### config.mk
export PLATFORM = sky130hd
export DESIGN_NAME = cavr_ca_reference_register
export DESIGN_NICKNAME = d
export VERILOG_FILES = /design/src/cavr_pkg.sv /design/src/cavr_ca_reference_register.sv
export VERILOG_INCLUDE_DIRS = /design/src
export SDC_FILE = /design/constraint.sdc
export NUM_CORES = 1
export LEC_CHECK = 0
export BUFFER_PORTS_ARGS = -buffer_cell sky130_fd_sc_hd__buf_2
export CELL_PAD_IN_SITES_DETAIL_PLACEMENT = 1
export CELL_PAD_IN_SITES_GLOBAL_PLACEMENT = 1
export CORE_MARGIN = 2
export CORE_UTILIZATION = 46
export DETAILED_ROUTE_END_ITERATION = 7
export PLACE_DENSITY_LB_ADDON = 0.2
export SKIP_LAST_GASP = 1
export SLEW_MARGIN = 20
export SYNTH_ARGS = -nofsm -noshare
export SYNTH_HDL_FRONTEND = slang
export SYNTH_SLANG_ARGS = --single-unit
### constraint.sdc
create_clock -name clock_i -period 8.25 [get_ports clock_i]
set_input_delay 0.825 -clock clock_i [delete_from_list [all_inputs] [get_ports clock_i]]
set_output_delay 0.825 -clock clock_i [all_outputs]
set_load 0.01 [all_outputs]
### src/cavr_cfg.svh
/*
  Constants of the command/address reference-level mode register: offsets, field positions,
  reset values and the level-to-fraction scaling. Assumes inclusion by bare name only.
*/
`ifndef CAVR_CFG_SVH
`define CAVR_CFG_SVH

// ----------------------------------------------------------------------------
// Register map and fields
// ----------------------------------------------------------------------------
`define CAVR_CA_REFERENCE_LEVEL_ADDR 6'h0c
`define CAVR_RSVD_BIT                7
`define CAVR_RANGE_BIT               6
`define CAVR_LEVEL_MSB               5
`define CAVR_LEVEL_LSB               0
`define CAVR_LEVEL_MAX               6'h32
`define CAVR_RANGE_RESET             1'b1
`define CAVR_LEVEL_RESET             6'h1d

// ----------------------------------------------------------------------------
// Level scaling, in thousandths of a percent of the I/O supply
// ----------------------------------------------------------------------------
`define CAVR_BASE_LOW_MPCT           16'h3a98
`define CAVR_BASE_HIGH_MPCT          16'h8084
`define CAVR_STEP_MPCT               16'h0257

`endif

### src/cavr_pkg.sv
/*
  Types shared by the reference-level mode register: the command bundle and one set-point copy.
  Assumes the command fields arrive already decoded from the command bus.
*/
package cavr_pkg;

  // One decoded mode register command for a single clock cycle.
  typedef struct packed {
    logic       wr;
    logic       rd;
    logic [5:0] addr;
    logic [7:0] op;
  } cavr_cmd_t;

  // One set-point copy of the register.
  typedef struct packed {
    logic       range_sel;
    logic [5:0] level_code;
  } cavr_ref_t;

  // Read path sequencing.
  typedef enum logic [0:0] {
    CAVR_RD_IDLE = 1'b0,
    CAVR_RD_DRIVE = 1'b1
  } cavr_rd_state_t;

endpackage

### src/cavr_ca_reference_register.sv
/*
  Command/address reference-level mode register with two set-point copies.
  Assumes commands are synchronous one-cycle strobes and that both set-point selects come from
  the set-point control register elsewhere in the device.
  Also assumes the host writes only valid level codes; a reserved code is stored and only flagged,
  and the analog side treats the fraction output as meaningless while that flag stands.
*/
`timescale 1ns/1ps
`include "cavr_cfg.svh"

module cavr_ca_reference_register
  import cavr_pkg::*;
#(
  parameter int DQ_WIDTH = 16
) (
  input  wire logic                clock_i,
  input  wire logic                rst_n_i,
  input  wire cavr_cmd_t           cmd_i,
  input  wire logic                setpoint_access_select_i,
  input  wire logic                setpoint_operate_select_i,
  output logic [DQ_WIDTH-1:0]      rd_data_o,
  output logic                     rd_valid_o,
  output logic                     ca_reference_range_select_o,
  output logic [5:0]               ca_reference_level_code_o,
  output logic [15:0]              ca_reference_mpct_o,
  output logic                     level_code_reserved_o
);

  // ----------------------------------------------------------------------------
  // Parameter checks
  // ----------------------------------------------------------------------------
  // The read answer needs at least the eight register lanes.
  if (DQ_WIDTH < 8) begin : g_bad_width
    $error("DQ_WIDTH must be at least 8.");
  end

  // ----------------------------------------------------------------------------
  // Command decode
  // ----------------------------------------------------------------------------
  // True when a command targets this register address.
  function automatic logic hits_reg(input cavr_cmd_t c);
    return c.addr == `CAVR_CA_REFERENCE_LEVEL_ADDR;
  endfunction

  logic wr_hit;
  logic rd_hit;

  // Write and read strobes aimed at this register.
  assign wr_hit = cmd_i.wr && hits_reg(cmd_i);
  assign rd_hit = cmd_i.rd && hits_reg(cmd_i);

  // ----------------------------------------------------------------------------
  // Set-point storage
  // ----------------------------------------------------------------------------
  cavr_ref_t sp_reg  [2];
  cavr_ref_t sp_next [2];

  // Each copy updates only when the access select names it; otherwise it holds.
  for (genvar g = 0; g < 2; g++) begin : g_sp
    always_comb begin
      sp_next[g] = sp_reg[g];
      if (wr_hit && (setpoint_access_select_i == 1'(g))) begin
        sp_next[g].range_sel  = cmd_i.op[`CAVR_RANGE_BIT];
        sp_next[g].level_code = cmd_i.op[`CAVR_LEVEL_MSB:`CAVR_LEVEL_LSB];
      end
    end

    // Both copies come out of reset in the upper range at the default level.
    always_ff @(posedge clock_i) begin
      if (!rst_n_i) begin
        sp_reg[g].range_sel  <= `CAVR_RANGE_RESET;
        sp_reg[g].level_code <= `CAVR_LEVEL_RESET;
      end else begin
        sp_reg[g] <= sp_next[g];
      end
    end
  end

  // ----------------------------------------------------------------------------
  // Read path
  // ----------------------------------------------------------------------------
  cavr_rd_state_t    rd_state_reg;
  cavr_rd_state_t    rd_state_next;
  logic [DQ_WIDTH-1:0] rd_data_reg;
  logic [DQ_WIDTH-1:0] rd_data_next;
  cavr_ref_t         rd_src;

  // A read answers one cycle later from the copy named by the access select.
  always_comb begin
    rd_src        = sp_reg[setpoint_access_select_i];
    rd_state_next = rd_hit ? CAVR_RD_DRIVE : CAVR_RD_IDLE;
    rd_data_next  = '0;
    if (rd_hit) begin
      rd_data_next[`CAVR_RANGE_BIT] = rd_src.range_sel;
      rd_data_next[`CAVR_LEVEL_MSB:`CAVR_LEVEL_LSB] = rd_src.level_code;
    end
  end

  // Registers the read answer; the lanes return to zero when no answer stands.
  always_ff @(posedge clock_i) begin
    if (!rst_n_i) begin
      rd_state_reg <= CAVR_RD_IDLE;
      rd_data_reg  <= '0;
    end else begin
      rd_state_reg <= rd_state_next;
      rd_data_reg  <= rd_data_next;
    end
  end

  assign rd_valid_o = (rd_state_reg == CAVR_RD_DRIVE);
  assign rd_data_o  = rd_data_reg;

  // ----------------------------------------------------------------------------
  // Operating outputs
  // ----------------------------------------------------------------------------
  cavr_ref_t   op_src;
  cavr_ref_t   op_reg;
  logic [15:0] mpct_reg;
  logic [15:0] mpct_next;
  logic        rsvd_reg;
  logic        rsvd_next;

  // Only the operating copy drives the reference; the level becomes a supply fraction.
  // Reserved codes of 37h and up in the upper range wrap the 16-bit fraction, which is
  // harmless because the reserved flag marks the value as unusable.
  always_comb begin
    op_src    = sp_reg[setpoint_operate_select_i];
    mpct_next = (op_src.range_sel ? `CAVR_BASE_HIGH_MPCT : `CAVR_BASE_LOW_MPCT)
              + 16'(op_src.level_code * `CAVR_STEP_MPCT);
    rsvd_next = (op_src.level_code > `CAVR_LEVEL_MAX);
  end

  // Registers the operating view so the analog side sees glitch-free codes.
  always_ff @(posedge clock_i) begin
    if (!rst_n_i) begin
      op_reg.range_sel  <= `CAVR_RANGE_RESET;
      op_reg.level_code <= `CAVR_LEVEL_RESET;
      mpct_reg          <= `CAVR_BASE_HIGH_MPCT + 16'(`CAVR_LEVEL_RESET * `CAVR_STEP_MPCT);
      rsvd_reg          <= 1'b0;
    end else begin
      op_reg   <= op_src;
      mpct_reg <= mpct_next;
      rsvd_reg <= rsvd_next;
    end
  end

  assign ca_reference_range_select_o = op_reg.range_sel;
  assign ca_reference_level_code_o   = op_reg.level_code;
  assign ca_reference_mpct_o         = mpct_reg;
  assign level_code_reserved_o       = rsvd_reg;
endmodule

Yosys cells after proc, flatten, opt, wreduce, memory -nomap -nowiden --
Memory sizes are Yosys's and may differ from the RTL's. A register that Yosys moved wholly into a read port is not among the register bits. Index checks and enable logic that the tools add are counted.
Word-level totals: output and inout bits 41, register bits 34, RAM bits 14, memories 1
Operators by class: order comparisons 1, reduce and logical (&&, ||, !) cells 8, multiply operators 1, eq/ne operators 3, bitwise operators 3, $add $sub $neg 1, multiplexer cells 8
Memory list:
- sp_reg | depth 2, width 7, read ports 2, clocked after memory_dff 1, wr ports 2, line cavr_ca_reference_register.sv:55 | cavr_ref_t sp_reg [2];
Operators by type and width (count):
- 7-bit 2-to-1 mux | 4
- 16-bit adder | 1
- 6-bit by 10-bit multiplier with 16-bit output, second input constant | 1
- 16-bit 2-to-1 mux | 1
- 6-bit by 4-bit == test with 1-bit output, second input constant | 1
- 6-bit > comparator, second input constant | 1
- 2-bit AND reduction | 3
- 1-bit logical AND | 4
- 1-bit 2-to-1 mux | 3
- 1-bit != test, second input constant | 2
- 1-bit bitwise OR | 2
- 1-bit logical NOT | 1
- 1-bit inverter | 1

Logic depth before layout (Yosys ltp) --
Gate-level depths: netlist (run 1).
word-level depth 6, mapped depth 17, depth with buffers taken out 16

Worst setup path after synthesis (run 1) --
No wires, ideal clock.
kind in2reg, start point input port setpoint_operate_select_i, end point register mpct_reg[15] (netlist: ca_reference_mpct_o[15]), buffers on the path 1, data required time 8.127 ns, arrival 4.963 ns, setup time 0.123 ns, stages 15, path slack 3.164 ns, cell sequence buf_2 > mux2i_1 > inv_1 > fa_1 > inv_1 > fa_1 > fa_1 > inv_1 > ha_1 > ha_1 > nor2b_4 > o31ai_2 > a21oi_2 > a221oi_2 > mux2_1
RTL lines:
- start: declaration | line cavr_ca_reference_register.sv:20 | input wire logic setpoint_operate_select_i,
- end signal: assignment | line cavr_ca_reference_register.sv:138 | mpct_reg <= `CAVR_BASE_HIGH_MPCT + 16'(`CAVR_LEVEL_RESET * `CAVR_STEP_MPCT);
- end signal: assignment | line cavr_ca_reference_register.sv:142 | mpct_reg <= mpct_next;
- end: declaration | line cavr_ca_reference_register.sv:118 | logic [15:0] mpct_reg;

==> results.cfg, run 1 <==
[timing]
worst_pin_slew_ns = 0.7386
fin_crit_ns = 5.219
tns_ns = 0
slew_headroom = 0.4935
fmax_ghz = 0.1916
fin_skew_ns = 0.005522
hold_slack_ns = 0.5150
post-route-period-util = 0.6326
rsz0062_at_grt = no
finalHoldViolations = 0
setup_violations = 0
finalMaxSlewViolations = 0
layout_setup_ws_ns = 3.031

[placed_design]
hpwl_microns = 4566
dp_slack_ns = 2.672
port_buffers = 50
gp_congestion = 0.7693

[clocking]
hold_buffers = 0
root_buffer = clkbuf_8
cts_setup_buffers = 0
clk_pin_slew_ns = 0.09
cts_max_path_buffers = 2
clock_latency_ns = 0.31
post_cts_resized = 0
cts_buffers = 5
cts_tree = yes
clock-sinks = 45
htreeDepth = 2

[yosys]
synth_top_family_by_area = adder cells
yosysWarningCount = 0
synth-seq-cells = 45
seq_area_frac_synth = 0.3533
synth_compound_area_frac = 0.07728
synth.distinct_cells = 42
synthCells = 291
synth-simple-area-share = 0.1146
yosys-mux-area-fraction = 0.06200
syn_area_per_cell_sq_um = 10.13
synth_area_sq_mm = 0.002947
synth-xor-area-share = 0.008917
synthAdderAreaFrac = 0.2811

[floorplanning]
die_w_microns = 84.04
die_area_sq_mm = 0.007062
start_util = 0.4694
pin_count = 61
fp.dieH_microns = 84.04
rows = 29
core_area_sq_mm = 0.006277

[drt]
drc_errors = 0
avgViaCountPerCell = 5.084
ant_nets = 0
routed-via-count = 2130
drtIter0Drc = 60
firstDrtPassIters = 4
wire_per_inst_microns = 13.99
drt_wl_total_microns = 5861

[global_route]
grt_start_max_net_pins = 25
use_met3 = 0.03363
grt_pass1_wl_microns = 10040
busiest_layer = met2
grt-ovfl-total = 0
antenna_found_initial = 0
grt_use_met1 = 0.2317
grt_pass1_vias = 2191
grt.met2_usage = 0.3030
track_usage = 0.1782

[critical_path]
cp-end-kind = register
path_class = in2reg
regToRegSetupSlack_ns = 3.45
startpoint_type = input pin
critPathMaxFanout = 7
worstPathRequired_ns = 8.45
critPathArrivalTime_ns = 5.42

[pwr]
power_density_mw_per_mm2 = 263.1
p_leak_nw = 1.697
ir_drop_uv = 119.3

[finish]
largest_reg_flops = 15
n_antenna_cell = 0
syn_to_final_growth_pct = 12.48
drive_above_1_share = 0.1901
nNetsFinal = 417
final_core_util = 0.5280
fillerInstances = 763

[outcome]
outcome = complete, no violations

[run]
max_cap_viol_count = 0

[worst_hold_path]
hp-class = reg2reg
==> stage by stage <==
| step | instance area (sq um) | instances | total power [W] |
|---|---|---|---|
| finish | 3314 | 419 | 0.0008722 |
| global placement | 3227 | 411 | 0.0007237 |
| detailed placement | 3227 | 411 | 0.0007393 |
| floorplan | 2977 | 299 | 0.0006297 |
| global route | 3314 | 419 | 0.0009643 |
| CTS | 3314 | 419 | 0.0008858 |
==> area by class of cell <==
class,count,area (sq um),area share
inverter,54,202.7,0.06116
multi-input combinational,185,1637,0.4938
tap,77,96.34,0.02907
sequential,45,1041,0.3141
clock buffer,6,72.57,0.02190
timing repair buffer,50,250.2,0.07550
clock inverter,2,15.01,0.004530
==> critical path: stages <==
cell and delay [ns]:
buf_2 0.23, mux2i_1 0.56, inv_1 0.28, fa_1 0.56, inv_1 0.05, fa_1 0.49
fa_1 0.54, inv_1 0.04, ha_1 0.29, ha_1 0.34, nor2b_4 0.15, o31ai_2 0.29
a21oi_2 0.16, a221oi_2 0.26, mux2_1 0.34
==> cell usage in the layout, fill, tap and decap left out, types with 2 or more instances in the layout <==
cell type,synthesis,final
a211oi_1,2,2
a21o_1,4,4
a21oi_1,6,6
and3_1,2,2
buf_2,2,50
clkbuf_8,0,5
clkinvlp_4,0,2
conb_1,1,9
dfxtp_1,31,31
edfxtp_1,14,14
fa_1,17,17
ha_1,39,39
inv_1,54,54
mux2i_1,16,16
nand2_1,18,18
nand2b_1,6,6
nand3_1,2,2
nor2_1,19,19
nor3_1,3,3
o21ai_0,8,7
o21bai_1,2,2
or2_1,5,5
or3_1,6,6
xor2_1,3,3
==> per-layer routing <==
layer,wire length [microns],vias up,share of wire
li1,-,1033,-
met1,2617,1045,0.45
met2,2921,47,0.50
met3,251,5,0.043
met4,70,0,0.012
met5,0,-,0
==> final timing paths <==
check | start | to | cells past startpoint
max reg2reg | sp_reg[0][4] | ca_reference_mpct_o[15] | 14
min | sp_reg[0][6] | rd_data_o[6] | 2
min reg2reg | sp_reg[0][6] | rd_data_o[6] | 2
max | setpoint_operate_select_i | ca_reference_mpct_o[15] | 15
==> Yosys cell counts <==
master,count,area (sq um)
a21o_1,4,30.03
a41oi_1,1,8.760
inv_1,54,202.7
mux2_1,1,11.26
o21ai_0,8,40.04
nand2_1,18,67.56
nor2_1,19,71.32
o22ai_1,1,6.260
nor3_1,3,15.01
fa_1,17,340.3
o311a_1,1,10.01
a211oi_1,2,15.01
nand2b_1,6,37.54
and3_1,2,12.51
buf_2,2,10.01
nand3_1,2,10.01
o21a_1,1,7.510
conb_1,1,3.750
a21oi_2,1,8.760
or2_1,5,31.28
nor2b_1,1,6.260
or2_2,1,6.260
o21bai_1,2,15.01
nor3_2,1,10.01
clkbuf_1,3,11.26
o31ai_2,1,12.51
o211ai_1,1,7.510
mux2_2,1,11.26
nand4bb_1,1,11.26
dfxtp_1,31,620.6
a21oi_1,6,30.03
a211o_1,1,8.760
a221oi_2,1,15.01
nor3b_1,1,7.510
mux2i_1,16,160.2
edfxtp_1,14,420.4
or3_1,6,37.54
buf_4,10,75.07
a211oi_2,1,12.51
ha_1,39,488.0
nor2b_4,1,13.76
xor2_1,3,26.28
==> kinds of logic (layout without fill, tap and decap cells) <==
logic type                 Yosys count  in the layout
buffers and inverters               69            112
and+or+nand+nor                     67             67
adders and majority gates           56             56
DFF                                 45             45
AOI/OAI and AO/OA                   32             32
muxes                               18             18
xor gates and xnor gates             3              3
other                                1              9
==> power by group <==
group	internal, W	switching [W]	total [W]	leakage (nW)
Combinational	0.000202	0.000258	0.000460	1.26
Clock	0.0000599	0.0000831	0.000143	0.0374
Sequential	0.000262	0.00000750	0.000269	0.395
Total	0.000524	0.000348	0.000872	1.70
(Power assumes the default switching activity.)
==> inputs of run 2 (changes only) <==
--- a/config.mk
+++ b/config.mk
@@ -10,7 +10,7 @@
 export CELL_PAD_IN_SITES_DETAIL_PLACEMENT = 1
 export CELL_PAD_IN_SITES_GLOBAL_PLACEMENT = 1
 export CORE_MARGIN = 2
-export CORE_UTILIZATION = 46
+export CORE_UTILIZATION = 38
 export DETAILED_ROUTE_END_ITERATION = 7
 export PLACE_DENSITY_LB_ADDON = 0.2
 export SKIP_LAST_GASP = 1
==> constraint.sdc (replaced) <==
create_clock -name clock_i -period 4.2 [get_ports clock_i]
set_input_delay 0.42 -clock clock_i [delete_from_list [all_inputs] [get_ports clock_i]]
set_output_delay 0.42 -clock clock_i [all_outputs]
set_load 0.01 [all_outputs]
==> results.cfg, run 2 (synthesis gave the netlist of run 1 again) <==
[outcome]
outcome = complete, no violations

[critical_path]
critPathMaxFanout = 4
worstPathRequired_ns = 4.39
cp-end-kind = register
critPathArrivalTime_ns = 4.22
startpoint_type = register
path_class = reg2reg

[clocking]
root_buffer = clkbuf_8
cts_max_path_buffers = 2
cts_tree = yes
htreeDepth = 2
cts_buffers = 5
clk_pin_slew_ns = 0.10
clock_latency_ns = 0.31
hold_buffers = 0
clock-sinks = 45

[placed_design]
hpwl_microns = 5132
gp_congestion = 0.7523
dpl-instance-area_sq_mm = 0.003572
port_buffers = 50

[timing]
finalHoldViolations = 0
slew_headroom = 0.2423
worst_pin_slew_ns = 1.125
fin_crit_ns = 4.032
fmax_ghz = 0.2480
hold_slack_ns = 0.3808
rsz0062_at_grt = yes
post-route-period-util = 0.9601
finalMaxSlewViolations = 0
setup_violations = 0
fin_skew_ns = 0.01230

[finish]
mostFrequentLayoutCell = buf_2
layout_common_cells = buf_2, inv_1, buf_4
n_antenna_cell = 0
nNetsFinal = 456
fillerInstances = 884
drive_above_1_share = 0.3176
largest_reg_flops = 15
final_area_sq_mm = 0.003784
syn_to_final_growth_pct = 28.41
final_core_util = 0.4974

[floorplanning]
core_area_sq_mm = 0.007607
die_area_sq_mm = 0.008474
fp.dieH_microns = 92.06
pin_count = 61
rows = 32
start_util = 0.3873
die_w_microns = 92.06

[pwr]
power_density_mw_per_mm2 = 539.3
ir_drop_uv = 197.7
total_power_w = 0.002040
p_leak_nw = 1.903

[drt]
wire_per_inst_microns = 13.56
firstDrtPassIters = 3
drc_errors = 0
drtIter0Drc = 51
avgViaCountPerCell = 4.648
routed-via-count = 2245
drt_wl_total_microns = 6549
ant_nets = 0

[global_route]
track_usage = 0.1643
grt_pass1_vias = 2305
antenna_found_initial = 0
grt-ovfl-total = 0
grt_pass1_wl_microns = 10970
grt_start_max_net_pins = 25

[run]
max_cap_viol_count = 0

[worst_hold_path]
hp-class = in2reg
## run 2: power by group
group	total, W	switching [W]	leakage (nW)	internal, W
logic	0.00116	0.000584	1.45	0.000578
registers	0.000531	0.0000168	0.395	0.000514
clock network	0.000347	0.000168	0.0554	0.000179
## run 2: cell type report
class                   count  area (sq um)  area share
multi-input cells         185          1743      0.4606
well taps                 102         127.6     0.03373
clock inverters             2         38.79     0.01025
repair buffers             89         558.0      0.1475
flip-flops and latches     45          1041      0.2751
clock buffers               6         72.57     0.01918
inverters                  54         202.7     0.05357
## run 2: stage by stage
stage	setup WS, ns	setup TNS, ns	instances
after global placement	-0.2216	-0.9244	469
after global routing	-0.03254	-0.03542	483
after floorplan	-0.005622	-0.005622	299
after CTS	0.01742	0	477
after detailed placement	-0.2647	-1.268	469
final	0.1677	0	483
## run 2: final timing paths
| path | start | endpoint | slack, ns | cells after the start |
|---|---|---|---|---|
| worst max-delay path | sp_reg[0][3] | ca_reference_mpct_o[10] | 0.17 | 16 |
| worst min register to register | sp_reg[0][6] | rd_data_o[6] | 0.53 | 2 |
| worst min-delay path | cmd_i[6] | sp_reg[0][6] | 0.38 | 2 |
| worst max register to register | sp_reg[0][3] | ca_reference_mpct_o[10] | 0.17 | 16 |
## run 2: repair_timing
item / in CTS / in global routing
setup buffers: 0 / 6
pin swaps: 1 / 11
endpoints found under the hold margin: 0 / 0
endpoints found under the setup margin: 1 / 7
resized for setup: 2 / 13
## run 2: per-layer routing
metal | track usage | up-vias | share of wire
met1 | 0.2153 | 1082 | 0.46
met2 | 0.2751 | 42 | 0.50
met4 | 0.05224 | 0 | 0.016
met5 | 0 | - | 0
met3 | 0.02958 | 7 | 0.030
li1 | - | 1114 | -
## run 2: worst max-delay path: stages, from the launching register on
cell and delay, ns:
edfxtp_1 0.44, mux2i_2 0.21, inv_2 0.09, buf_4 0.14
ha_1 0.31, ha_1 0.28, inv_1 0.04, fa_1 0.46
fa_1 0.54, inv_1 0.05, ha_1 0.32, a211oi_2 0.33
o211ai_1 0.22, nand2_1 0.16, buf_4 0.13, xor2_1 0.15
nand2_1 0.06
==> inputs of run 3 (changes only) <==
--- a/config.mk
+++ b/config.mk
@@ -18,3 +18,4 @@
 export SYNTH_ARGS = -nofsm -noshare
 export SYNTH_HDL_FRONTEND = slang
 export SYNTH_SLANG_ARGS = --single-unit
+export TNS_END_PERCENT = 30
==> constraint.sdc (replaced) <==
create_clock -name clock_i -period 4.2 [get_ports clock_i]
set_input_delay 0.42 -clock clock_i [delete_from_list [all_inputs] [get_ports clock_i]]
set_output_delay 0.42 -clock clock_i [all_outputs]
set_load 0.1 [all_outputs]
==> results.cfg, run 3 (synthesis gave the netlist of run 1 again) <==
[outcome]
outcome = complete, no violations

[global_route]
track_usage = 0.1643
antenna_found_initial = 0
grt-ovfl-total = 0
grt_start_max_net_pins = 25
grt_pass1_wl_microns = 10970
grt_pass1_vias = 2305

[pwr]
ir_drop_uv = 368.0
p_int_w = 0.001268
power_switching_share = 0.4832
p_sw_w = 0.001185
p_leak_nw = 1.899
power_density_mw_per_mm2 = 653.1
seqPwrFrac = 0.216
clkPwrFrac = 0.142
total_power_w = 0.002453
p_comb_frac = 0.642

[clocking]
cts_buffers = 5
root_buffer = clkbuf_8
clock_latency_ns = 0.31
hold_buffers = 0
clock-sinks = 45
clk_pin_slew_ns = 0.10
cts_max_path_buffers = 2
cts_tree = yes
htreeDepth = 2

[timing]
setup_violations = 0
fin_crit_ns = 4.065
finalMaxSlewViolations = 0
slew_headroom = 0.2450
post-route-period-util = 0.9678
fin_skew_ns = 0.01180
worst_pin_slew_ns = 1.121
fmax_ghz = 0.2460
rsz0062_at_grt = yes
layout_setup_ws_ns = 0.1354
finalHoldViolations = 0

[drt]
drt_wl_total_microns = 6520
firstDrtPassIters = 4
drc_errors = 0
avgViaCountPerCell = 4.639
ant_nets = 0
routed-via-count = 2236
drtIter0Drc = 52
wire_per_inst_microns = 13.53

[floorplanning]
fp.dieH_microns = 92.06
start_util = 0.3873
core_area_sq_mm = 0.007607
die_area_sq_mm = 0.008474
pin_count = 61
die_w_microns = 92.06
rows = 32

[finish]
final_area_sq_mm = 0.003756
fin_cells = 482
largest_reg_flops = 15
layout_common_cells = inv_1, buf_2, ha_1, buf_4, dfxtp_1
drive_above_1_share = 0.3053
mostFrequentLayoutCell = inv_1
nNetsFinal = 455
syn_to_final_growth_pct = 27.47
fillerInstances = 888
n_antenna_cell = 0

[placed_design]
dp_slack_ns = -0.2647
gp_congestion = 0.7523
hpwl_microns = 5132
port_buffers = 50
dpl-instance-area_sq_mm = 0.003572
place_inst = 469

[run]
max_cap_viol_count = 0

[critical_path]
critPathMaxFanout = 4
startpoint_type = register
worstPathRequired_ns = 4.41
critPathArrivalTime_ns = 4.27
path_class = reg2reg
cp-end-kind = register

[worst_hold_path]
hp-class = in2reg
-- run 3: cell count changes in the layout (fill, tap and decap cells not counted), sizes merged --
cell and delta:
clkbuf -1
-- run 3: layout make-up --
type,count,area (sq um),share of cell area
Tap cell,102,127.6,0.03398
Sequential cell,45,1041,0.2771
Multi-Input combinational cell,185,1725,0.4594
Timing Repair Buffer,88,548.0,0.1459
Inverter,54,202.7,0.05396
Clock buffer,6,72.57,0.01932
Clock inverter,2,38.79,0.01033
-- run 3: metrics by stage --
stage	utilization	setup TNS, ns	hold WS [ns]
2_1_floorplan	-	-0.005622	0.4784
3_3_place_gp	0.4696	-0.9244	0.4944
3_5_place_dp	0.4696	-1.268	0.5112
4_1_cts	0.4842	0	0.3699
5_1_grt	0.4938	-0.06848	0.3754
6_report	0.4938	0	0.3807
-- run 3: final timing paths --
path / start / depth (start not counted) / slack (ns) / endpoint
setup / recovery: sp_reg[0][3] / 14 / 0.14 / ca_reference_mpct_o[15]
hold / removal: cmd_i[6] / 2 / 0.38 / sp_reg[0][6]
hold reg to reg: sp_reg[0][6] / 2 / 0.53 / rd_data_o[6]
setup reg to reg: sp_reg[0][3] / 14 / 0.14 / ca_reference_mpct_o[15]
-- run 3: power groups by stage --
stage / combinational (W) / clock [W] / sequential, W
floorplan: 0.000739 / 0 / 0.000952
global placement: 0.00150 / 0 / 0.000539
detailed placement: 0.00154 / 0 / 0.000541
CTS: 0.00156 / 0.000355 / 0.000531
global route: 0.00175 / 0.000371 / 0.000536
finish: 0.00158 / 0.000348 / 0.000530
-- run 3: repair_timing --
item	in CTS	in global routing
pin swaps	1	9
endpoints found under the hold margin	0	0
endpoints found under the setup margin	1	7
gates resized for setup	2	6
setup buffers	0	5
-- run 3: metal layers --
metal | track usage | vias to the layer above | wire [microns]
li1 | - | 1109 | -
met1 | 0.2153 | 1076 | 2982
met2 | 0.2751 | 44 | 3229
met3 | 0.02958 | 7 | 203
met4 | 0.05224 | 0 | 104
met5 | 0 | - | 0
-- run 3: worst max-delay path, cell delays in order, from the launching register on --
cell and delay (ns):
edfxtp_1 0.43, mux2i_2 0.21, inv_2 0.10, fa_1 0.54, inv_1 0.05, fa_1 0.47, fa_1 0.49, inv_1 0.06
ha_4 0.27, ha_4 0.19, nor2b_4 0.13, o31ai_4 0.29, a21oi_2 0.12, a221oi_2 0.27, mux2_1 0.34
